**src/pse_pkg.sv**
```systemverilog
// Purpose: Shared constants and types for the processor status and exception entry block.
// Assumes: 32-bit data path, five-bit mode field, one core clock.
// Notes: Bus offsets are byte addresses on the register bus.
package pse_pkg;

   // Status register field positions.
   localparam int BIT_NEG  = 31;
   localparam int BIT_ZERO = 30;
   localparam int BIT_CARY = 29;
   localparam int BIT_OVFL = 28;
   localparam int BIT_IRQD = 7;
   localparam int BIT_FIQD = 6;
   localparam int BIT_STAT = 5;

   // Mode field encodings.
   localparam logic [4:0] MODE_USR = 5'h10;
   localparam logic [4:0] MODE_FIQ = 5'h11;
   localparam logic [4:0] MODE_IRQ = 5'h12;
   localparam logic [4:0] MODE_SVC = 5'h13;
   localparam logic [4:0] MODE_ABT = 5'h17;
   localparam logic [4:0] MODE_UND = 5'h1B;
   localparam logic [4:0] MODE_SYS = 5'h1F;

   // Value after reset: supervisor, both interrupts disabled, wide state.
   localparam logic [31:0] STATUS_RESET = 32'h0000_00D3;
   localparam logic [31:0] WORD_RESET   = 32'h0000_0000;

   // Exception vectors.
   localparam logic [31:0] VEC_RESET = 32'h0000_0000;
   localparam logic [31:0] VEC_UND   = 32'h0000_0004;
   localparam logic [31:0] VEC_TRAP  = 32'h0000_0008;
   localparam logic [31:0] VEC_PABT  = 32'h0000_000C;
   localparam logic [31:0] VEC_DABT  = 32'h0000_0010;
   localparam logic [31:0] VEC_IRQ   = 32'h0000_0018;
   localparam logic [31:0] VEC_FIQ   = 32'h0000_001C;

   // Link offsets added to the address of the current instruction.
   localparam logic [31:0] OFS_TWO   = 32'h0000_0002;
   localparam logic [31:0] OFS_FOUR  = 32'h0000_0004;
   localparam logic [31:0] OFS_EIGHT = 32'h0000_0008;

   // Physical register file layout.
   localparam int          PHYS_REGS   = 31;
   localparam logic [4:0]  PHY_R13_USR = 5'h0D;
   localparam logic [4:0]  PHY_FIQ_R8  = 5'h0F;
   localparam logic [4:0]  PHY_R13_IRQ = 5'h16;
   localparam logic [4:0]  PHY_R13_SVC = 5'h18;
   localparam logic [4:0]  PHY_R13_ABT = 5'h1A;
   localparam logic [4:0]  PHY_R13_UND = 5'h1C;
   localparam logic [4:0]  PHY_PC      = 5'h1E;

   // Saved status slots.
   localparam logic [2:0] SLOT_FIQ = 3'h0;
   localparam logic [2:0] SLOT_IRQ = 3'h1;
   localparam logic [2:0] SLOT_SVC = 3'h2;
   localparam logic [2:0] SLOT_ABT = 3'h3;
   localparam logic [2:0] SLOT_UND = 3'h4;
   localparam int         SAVED_SLOTS = 5;

   // Register bus byte offsets.
   localparam logic [7:0] ADDR_CUR      = 8'h00;
   localparam logic [7:0] ADDR_SAVED_LO = 8'h04;
   localparam logic [7:0] ADDR_SAVED_HI = 8'h14;

   typedef enum logic [2:0] {
      EXC_NONE = 3'b000,
      EXC_DABT = 3'b001,
      EXC_FIQ  = 3'b010,
      EXC_IRQ  = 3'b011,
      EXC_PABT = 3'b100,
      EXC_UND  = 3'b101,
      EXC_TRAP = 3'b110
   } pse_exc_t;

endpackage

```
**src/pse_core_state.sv**
```systemverilog
// Purpose: Status registers, banked register mapping and exception entry sequencing.
// Assumes: Core requests are synchronous to clk_sys and sampled every cycle.
// Notes: Exception entry completes in a single cycle and outranks every other update.
`timescale 1ns/10ps
module pse_core_state
   import pse_pkg::*;
#(
   parameter int XLEN = 32
) (
   // Clock and reset
   input  wire logic            clk_sys,
   input  wire logic            rstn,
   // AHB-Lite slave
   input  wire logic            hsel,
   input  wire logic [31:0]     haddr,
   input  wire logic [1:0]      htrans,
   input  wire logic            hwrite,
   input  wire logic [2:0]      hsize,
   input  wire logic [31:0]     hwdata,
   input  wire logic            hready,
   output logic                 hreadyout,
   output logic                 hresp,
   output logic      [31:0]     hrdata,
   // Core register access
   input  wire logic [3:0]      coreRdIdx,
   output logic      [XLEN-1:0] coreRdData,
   input  wire logic            coreWrEn,
   input  wire logic [3:0]      coreWrIdx,
   input  wire logic [XLEN-1:0] coreWrData,
   input  wire logic            hiRegOp,
   // Condition flags and state switch
   input  wire logic            flagWrEn,
   input  wire logic [3:0]      flagIn,
   input  wire logic            stateWrEn,
   input  wire logic            stateIn,
   input  wire logic [3:0]      condCode,
   input  wire logic            isBranch,
   output logic                 condPass,
   // Exception requests
   input  wire logic [XLEN-1:0] pcCurrent,
   input  wire logic            dataAbortReq,
   input  wire logic            fastIrqReq,
   input  wire logic            normIrqReq,
   input  wire logic            prefetchAbortReq,
   input  wire logic            undefReq,
   input  wire logic            software_trap,
   // Exception results and status
   output logic                 excTaken,
   output pse_exc_t             excKind,
   output logic      [XLEN-1:0] fetchAddr,
   output logic      [4:0]      curMode,
   output logic                 state_indicator_out
);
   logic [31:0] current_status_reg;
   logic [31:0] current_status_next;
   logic [31:0] saved_status_reg  [SAVED_SLOTS];
   logic [31:0] saved_status_next [SAVED_SLOTS];
   logic        excTaken_reg;
   logic        excTaken_next;
   pse_exc_t    excKind_reg;
   pse_exc_t    excKind_next;
   logic [31:0] fetchAddr_reg;
   logic [31:0] fetchAddr_next;
   logic        dpWrite_reg;
   logic        dpWrite_next;
   logic        dpRead_reg;
   logic        dpRead_next;
   logic [7:0]  dpAddr_reg;
   logic [7:0]  dpAddr_next;

   pse_exc_t    excSel;
   logic [4:0]  excMode;
   logic [2:0]  excSlot;
   logic [31:0] excVector;
   logic [31:0] linkOfs;
   logic [4:0]  linkPhys;
   logic [4:0]  rdPhys;
   logic [4:0]  wrPhys;
   logic        accessOk;
   logic        wrAccessOk;
   logic        privileged;
   logic        busWrCur;
   logic        busWrSaved;
   logic [2:0]  busSlot;
   logic [XLEN-1:0] storeRd;

   // Logical register to physical register under the given mode.
   function automatic logic [4:0] phys_index(input logic [4:0] mode, input logic [3:0] idx);
      logic [4:0] base;
      base = PHY_R13_USR;
      if (idx < 4'h8) begin
         return {1'b0, idx};
      end
      if (idx == 4'hF) begin
         return PHY_PC;
      end
      if (mode == MODE_FIQ) begin
         return PHY_FIQ_R8 + 5'({1'b0, idx} - 5'h08);
      end
      if (idx < 4'hD) begin
         return {1'b0, idx};
      end
      case (mode)
         MODE_IRQ: base = PHY_R13_IRQ;
         MODE_SVC: base = PHY_R13_SVC;
         MODE_ABT: base = PHY_R13_ABT;
         MODE_UND: base = PHY_R13_UND;
         default:  base = PHY_R13_USR;
      endcase
      return base + {4'h0, idx[0] ^ 1'b1};
   endfunction

   // Condition code evaluation on the current flags.
   function automatic logic cond_eval(input logic [3:0] cc, input logic [31:0] st);
      logic n, z, c, v, r;
      n = st[BIT_NEG];
      z = st[BIT_ZERO];
      c = st[BIT_CARY];
      v = st[BIT_OVFL];
      case (cc[3:1])
         3'h0:    r = z;
         3'h1:    r = c;
         3'h2:    r = n;
         3'h3:    r = v;
         3'h4:    r = c & ~z;
         3'h5:    r = (n == v);
         3'h6:    r = ~z & (n == v);
         default: r = 1'b1;
      endcase
      if (cc == 4'hF) begin
         r = 1'b0;
      end else if (cc != 4'hE) begin
         r = r ^ cc[0];
      end
      return r;
   endfunction

   assign curMode             = current_status_reg[4:0];
   assign state_indicator_out = current_status_reg[BIT_STAT];
   assign privileged          = (curMode != MODE_USR);
   // Only branches carry a condition in the compact state.
   assign condPass = (current_status_reg[BIT_STAT] && !isBranch) ? 1'b1
                     : cond_eval(condCode, current_status_reg);
   // Registers 8 to 12 stay hidden in the compact state unless a high-register op asks.
   assign rdPhys     = phys_index(curMode, coreRdIdx);
   assign wrPhys     = phys_index(curMode, coreWrIdx);
   assign accessOk   = !current_status_reg[BIT_STAT] || (coreRdIdx < 4'h8)
                       || (coreRdIdx > 4'hC) || hiRegOp;
   assign wrAccessOk = !current_status_reg[BIT_STAT] || (coreWrIdx < 4'h8)
                       || (coreWrIdx > 4'hC) || hiRegOp;
   assign coreRdData = accessOk ? storeRd : '0;
   // Fixed priority selection; masked interrupts are not even seen.
   always_comb begin
      excSel = EXC_NONE;
      if (dataAbortReq) begin
         excSel = EXC_DABT;
      end else if (fastIrqReq && !current_status_reg[BIT_FIQD]) begin
         excSel = EXC_FIQ;
      end else if (normIrqReq && !current_status_reg[BIT_IRQD]) begin
         excSel = EXC_IRQ;
      end else if (prefetchAbortReq) begin
         excSel = EXC_PABT;
      end else if (undefReq) begin
         excSel = EXC_UND;
      end else if (software_trap) begin
         excSel = EXC_TRAP;
      end
   end

   // Target mode, slot, vector and link offset of the selected exception.
   always_comb begin
      excMode   = MODE_SVC;
      excSlot   = SLOT_SVC;
      excVector = VEC_RESET;
      linkOfs   = OFS_FOUR;
      case (excSel)
         EXC_DABT: begin
            excMode   = MODE_ABT;
            excSlot   = SLOT_ABT;
            excVector = VEC_DABT;
            linkOfs   = OFS_EIGHT;
         end
         EXC_FIQ: begin
            excMode   = MODE_FIQ;
            excSlot   = SLOT_FIQ;
            excVector = VEC_FIQ;
         end
         EXC_IRQ: begin
            excMode   = MODE_IRQ;
            excSlot   = SLOT_IRQ;
            excVector = VEC_IRQ;
         end
         EXC_PABT: begin
            excMode   = MODE_ABT;
            excSlot   = SLOT_ABT;
            excVector = VEC_PABT;
         end
         EXC_UND: begin
            excMode   = MODE_UND;
            excSlot   = SLOT_UND;
            excVector = VEC_UND;
            linkOfs   = current_status_reg[BIT_STAT] ? OFS_TWO : OFS_FOUR;
         end
         EXC_TRAP: begin
            excMode   = MODE_SVC;
            excSlot   = SLOT_SVC;
            excVector = VEC_TRAP;
            linkOfs   = current_status_reg[BIT_STAT] ? OFS_TWO : OFS_FOUR;
         end
         default: excMode = MODE_SVC;
      endcase
   end
   assign linkPhys = phys_index(excMode, 4'hE);
   // The exception's link is written through port A and its program counter through port B, which wins.
   pse_reg_store #(
      .DEPTH (PHYS_REGS),
      .WIDTH (XLEN),
      .AW    (5)
   ) u_store (
      .clk_sys (clk_sys),
      .rstn    (rstn),
      .weA     ((excSel != EXC_NONE) || (coreWrEn && wrAccessOk)),
      .waA     ((excSel != EXC_NONE) ? linkPhys : wrPhys),
      .wdA     ((excSel != EXC_NONE) ? XLEN'(pcCurrent + linkOfs) : coreWrData),
      .weB     (excSel != EXC_NONE),
      .waB     (PHY_PC),
      .wdB     (XLEN'(excVector)),
      .ra      (rdPhys),
      .rd      (storeRd)
   );

   // Bus address phase is captured and acted on in the data phase.
   always_comb begin
      dpWrite_next = 1'b0;
      dpRead_next  = 1'b0;
      dpAddr_next  = dpAddr_reg;
      if (hsel && htrans[1] && hready) begin
         dpWrite_next = hwrite;
         dpRead_next  = !hwrite;
         dpAddr_next  = haddr[7:0];
      end
   end
   always_ff @(posedge clk_sys) begin
      if (!rstn) begin
         dpWrite_reg <= 1'b0;
         dpRead_reg  <= 1'b0;
         dpAddr_reg  <= 8'h00;
      end else begin
         dpWrite_reg <= dpWrite_next;
         dpRead_reg  <= dpRead_next;
         dpAddr_reg  <= dpAddr_next;
      end
   end
   assign busWrCur   = dpWrite_reg && (dpAddr_reg == ADDR_CUR);
   assign busWrSaved = dpWrite_reg && (dpAddr_reg >= ADDR_SAVED_LO)
                       && (dpAddr_reg <= ADDR_SAVED_HI) && (dpAddr_reg[1:0] == 2'b00);
   assign busSlot    = 3'(8'(dpAddr_reg - ADDR_SAVED_LO) >> 2);
   assign hreadyout  = 1'b1;
   assign hresp      = 1'b0;
   // Data phase read straight off the status flops, so a write just before is seen.
   always_comb begin
      hrdata = 32'h0000_0000;
      if (dpRead_reg && (dpAddr_reg == ADDR_CUR)) begin
         hrdata = current_status_reg;
      end else if (dpRead_reg && (dpAddr_reg >= ADDR_SAVED_LO)
                   && (dpAddr_reg <= ADDR_SAVED_HI) && (dpAddr_reg[1:0] == 2'b00)) begin
         hrdata = saved_status_reg[busSlot];
      end
   end
   // Status update: exception entry first, then software, then flags and state switch.
   always_comb begin
      current_status_next = current_status_reg;
      for (int i = 0; i < SAVED_SLOTS; i++) begin
         saved_status_next[i] = saved_status_reg[i];
      end
      if (busWrSaved) begin
         saved_status_next[busSlot] = hwdata;
      end
      if (excSel != EXC_NONE) begin
         saved_status_next[excSlot]    = current_status_reg;
         current_status_next[4:0]      = excMode;
         current_status_next[BIT_STAT] = 1'b0;
         current_status_next[BIT_IRQD] = 1'b1;
         if (excSel == EXC_FIQ) begin
            current_status_next[BIT_FIQD] = 1'b1;
         end
      end else if (busWrCur) begin
         if (privileged) begin
            current_status_next = hwdata;
         end else begin
            current_status_next[31:8] = hwdata[31:8];
         end
      end else begin
         if (flagWrEn) begin
            current_status_next[BIT_NEG:BIT_OVFL] = flagIn;
         end
         if (stateWrEn) begin
            current_status_next[BIT_STAT] = stateIn;
         end
      end
   end

   // One copy of each status register serves both instruction states.
   always_ff @(posedge clk_sys) begin
      if (!rstn) begin
         current_status_reg <= STATUS_RESET;
         for (int i = 0; i < SAVED_SLOTS; i++) begin
            saved_status_reg[i] <= WORD_RESET;
         end
      end else begin
         current_status_reg <= current_status_next;
         for (int i = 0; i < SAVED_SLOTS; i++) begin
            saved_status_reg[i] <= saved_status_next[i];
         end
      end
   end

   // Redirect report; reset leaves fetch pointing at the reset vector.
   always_comb begin
      excTaken_next  = (excSel != EXC_NONE);
      excKind_next   = excSel;
      fetchAddr_next = (excSel != EXC_NONE) ? excVector : fetchAddr_reg;
   end

   always_ff @(posedge clk_sys) begin
      if (!rstn) begin
         excTaken_reg  <= 1'b0;
         excKind_reg   <= EXC_NONE;
         fetchAddr_reg <= VEC_RESET;
      end else begin
         excTaken_reg  <= excTaken_next;
         excKind_reg   <= excKind_next;
         fetchAddr_reg <= fetchAddr_next;
      end
   end

   assign excTaken  = excTaken_reg;
   assign excKind   = excKind_reg;
   assign fetchAddr = XLEN'(fetchAddr_reg);
endmodule // pse_core_state

```
**src/pse_reg_store.sv**
```systemverilog
// Purpose: Flip-flop register storage with two write ports and one read port.
// Assumes: Port B has priority when both ports write the same entry.
// Notes: Synchronous active-low reset clears every entry.
`timescale 1ns/10ps
module pse_reg_store #(
   parameter int DEPTH = 31,
   parameter int WIDTH = 32,
   parameter int AW    = 5
) (
   // Clock and reset
   input  wire logic             clk_sys,
   input  wire logic             rstn,
   // Write port A
   input  wire logic             weA,
   input  wire logic [AW-1:0]    waA,
   input  wire logic [WIDTH-1:0] wdA,
   // Write port B
   input  wire logic             weB,
   input  wire logic [AW-1:0]    waB,
   input  wire logic [WIDTH-1:0] wdB,
   // Read port
   input  wire logic [AW-1:0]    ra,
   output logic      [WIDTH-1:0] rd
);
   logic [WIDTH-1:0] mem_reg  [DEPTH];
   logic [WIDTH-1:0] mem_next [DEPTH];

   always_comb begin
      for (int i = 0; i < DEPTH; i++) begin
         mem_next[i] = mem_reg[i];
         if (weA && (waA == AW'(i))) begin
            mem_next[i] = wdA;
         end
         if (weB && (waB == AW'(i))) begin
            mem_next[i] = wdB;
         end
      end
   end

   always_ff @(posedge clk_sys) begin
      for (int i = 0; i < DEPTH; i++) begin
         if (!rstn) begin
            mem_reg[i] <= '0;
         end else begin
            mem_reg[i] <= mem_next[i];
         end
      end
   end

   // Reads outside the array return zero instead of an unknown.
   assign rd = (ra < AW'(DEPTH)) ? mem_reg[ra] : '0;
endmodule // pse_reg_store

```
**config.mk**
```make
export PLATFORM = sky130hd
export DESIGN_NAME = pse_core_state
export DESIGN_NICKNAME = d
export VERILOG_FILES = /design/src/pse_pkg.sv /design/src/pse_core_state.sv /design/src/pse_reg_store.sv
export SDC_FILE = /design/constraint.sdc
export NUM_CORES = 2
export LEC_CHECK = 0
export ABC_AREA = 1
export BUFFER_PORTS_ARGS = -buffer_cell sky130_fd_sc_hd__buf_2
export CAP_MARGIN = 20
export CORE_UTILIZATION = 55
export DETAILED_ROUTE_END_ITERATION = 12
export PLACE_DENSITY = 0.73
export SLEW_MARGIN = 10
export SYNTH_ARGS = -nofsm -noshare
export SYNTH_HDL_FRONTEND = slang
export SYNTH_SLANG_ARGS = --single-unit
```
**constraint.sdc**
```tcl
create_clock -name clk_sys -period 9.2 [get_ports clk_sys]
set_input_delay 1.84 -clock clk_sys [delete_from_list [all_inputs] [get_ports clk_sys]]
set_output_delay 1.84 -clock clk_sys [all_outputs]
set_load 0.02 [all_outputs]
```
==> summary.md <==
| Metric | Value |
|---|---|
| Status | finished clean |
| Async SR Flop Fraction | 0% |
| Htree depth | 4 |
| Setup_tns | 0 ns |
| GRT Residual Overflow | 0 |
| DR vias/cell | 6.04 |
| Final setup vio count | 0 |
| Max Fanout on Critical Path | 92 |
| Router iterations before antenna repair | 7 |
| Mapped Area | 61700 µm² |
| DRT antenna net count | 0 |
| Min Hold Slack | 0.442 ns |
| Initial Utilization | 55.6% |
| DP Area | 63800 µm² |
| Top cell type's share of synthesized area | 48.3% |
| DP Wirelength | 112000 µm |
| PwrDens | 200 nW/µm² |
| Final hold vios | 0 |
| Vias in the first global route | 48900 |
| Area leader, netlist | edfxtp_1 |
| Most common cell in the netlist | nand2_1 |
| Clock buffer count from CTS | 131 |
| Critical path data required time | 7.36 ns |
| Die Span Y | 337 µm |
| Tot GR Track Use | 34.5% |
| Max reg flops | 992 |
| Layout area overhead | 10.4% |
| Synth warn | 0 |
| Register area share after synthesis | 55.0% |
| Comb power frac | 16.1% |
| Post-route clock skew | 0.0280 ns |
| CTS Root Cell | clkbuf_16 |
| Distinct cells, synth | 56 |
| Max-cap violations | 0 |
| Reg-to-reg startpoint | dpAddr_reg[2] |
| Synth top area cells | edfxtp_1, nand2_1, dfxtp_1, nor2_1, nand3_1 |
| Top cells by instance count after synthesis | nand2_1, edfxtp_1, nor2_1 |
| Critical path capture point type | output port |
| Cells after Synth | 7199 |
| Flop pwr share | 45.4% |
| Tot Pwr | 13.7 mW |
| Synthesized flop and latch total | 1201 |
| Setup crit start kind | input port |
| # DRC | 0 |
| WL final | 198000 µm |
| Min cycle time layout | 7.58 ns |
| Die area | 114000 µm² |
| Hold_sp | dpAddr_reg[6] |
| CTS resizes | 0 |
| FF-to-FF setup slack | 4.50 ns |
| Final Wtd Congestion | 0.954 |
| Worst EP arrival | 5.74 ns |
| Worst slew margin | 13.1% |
| Fraction of layout cells with a size suffix above 1 | 10.3% |
| Core area | 111000 µm² |
| Hold bufs inserted after CTS | 0 |
| IO Pins | 275 |
| Sw Share | 29.0% |
| Worst slew pin tran | 1.30 ns |
| Postcts setup bufs | 0 |
| CTS tree | yes |
| Avg Inst Size Synth | 8.58 µm² |
| Clock buffer depth | 3 |
| RSZ-0062 raised after global routing | no |
| Initial antenna violation count | 7 |
| Top FF cell, synth | edfxtp_1 |
| CP Launch Point | coreRdIdx[0] |
| Post-synth EDFFs | 992 |
| Design area | 68200 µm² |
| Inst Count DP | 8418 |
| Die width | 337 µm |
| Initial DRC Count | 6732 |
| Power Internal | 9.69 mW |
| Clk pwr share | 38.6% |
| Worst ir drop on vdd | 0.185 mV |
| DR vias | 52300 |
| Wire per inst | 22.9 µm |
| First-pass GRT wire length | 295000 µm |
| Port Buffer Count | 215 |
| Max Fclk | 132 MHz |
| Critical path class | input port to output port |
| Clock transition at path regs | 0.05 ns |
| Slew Viols, Final | 0 |
| CTS sink count | 1201 |
| Leak Pwr | 28.6 nW |
| Final worst path period share | 82.4% |
| Sw Pwr | 3.97 mW |
| Row count | 122 |
| Final Non-Filler Cells | 8663 |
| Clk_lat worst skew | 0.77 ns |
| Post-layout nets | 7247 |
| Hold Crit Class | flip-flop to flip-flop |
| Largest net degree at the start of global routing | 205 |
## final timing paths
path,to,depth (start not counted)
max,coreRdData[1],16
min,dpAddr_reg[6],2
max reg2reg,saved_status_reg[0][31],14
min reg2reg,dpAddr_reg[6],2
## routing by layer
layer	share of wire (%)	vias to the layer above	global-route usage, %
met4	5.4	12	19.2
met3	12	574	7.95
met2	46	3468	54.2
met5	0.036	-	0
met1	36	24600	44.1
li1	-	23700	-
## logic make-up after synthesis
kind of cell    count (synthesis)  share of synthesized area (%)
compound gates                734                           6.93
xor+xnor                        9                          0.128
fa+ha+maj                      13                          0.276
buf+inv                      1316                           8.73
flops                        1201                           55.0
mux                            37                          0.665
other cells                     2                         0.0122
simple gates                 3887                           28.2
## power by group through the flow
| stage | combinational (mW) | sequential (mW) | clock [mW] |
|---|---|---|---|
| 6_report | 2.19 | 6.19 | 5.27 |
| 5_1_grt | 2.35 | 6.21 | 5.48 |
| 4_1_cts | 2.12 | 6.19 | 5.28 |
| 3_5_place_dp | 2.12 | 6.31 | 0 |
| 3_3_place_gp | 2.08 | 6.29 | 0 |
| 2_1_floorplan | 1.35 | 6.30 | 0 |
## layout make-up
type                       instances  area, µm²
clock inverter                    68        761
sequential                      1201      34000
antenna                            3       7.51
inverter                         663       2500
fill                            9147      42800
timing repair buffer             360       2530
tap                             1488       1860
clock buffer                     169       3480
multi-input combinational       4711      23100
## layout by cell type, fill, tap and decap left out, drive strengths merged, types with 2 or more instances in the layout
cell type  count
nand3        647
xnor2          3
nor2         910
edfxtp       992
bufinv        11
o21ai        318
or2           13
clkbuf       169
o32ai          5
nor3         402
nand4         28
o211ai        59
dfxtp        209
xor2           6
a2111o        24
diode          3
inv          669
o22ai         61
ha            12
a211oi         2
o221ai        11
nand2       1599
nor4           4
a311oi        32
nand3b       281
a21oi        205
mux2i          5
clkinv        49
o31ai          3
conb          31
mux2          32
a221oi         2
a31oi          7
buf          360
clkinvlp       2
## critical path: stages
cell and delay (ns):
buf_2 0.16, ha_1 0.20, inv_1 0.05, nor3_1 0.05, nor2_1 0.23, clkinv_1 0.16, nor2_1 0.24, nand2_1 0.14
nand2_4 0.64, buf_12 0.50, nand2_1 0.13, nand3_1 0.12, nand3_1 0.14, a21oi_1 0.60, nor2_1 0.17, buf_2 0.20
## stage by stage
step | util (%) | setup WS, ns
after floorplan | - | 3.19
after CTS | 61.3 | 1.79
after detailed placement | 57.5 | 1.81
after global placement | 57.5 | 1.83
after global routing | 61.4 | 1.42
final | 61.4 | 1.62
(Power assumes the default switching activity.)
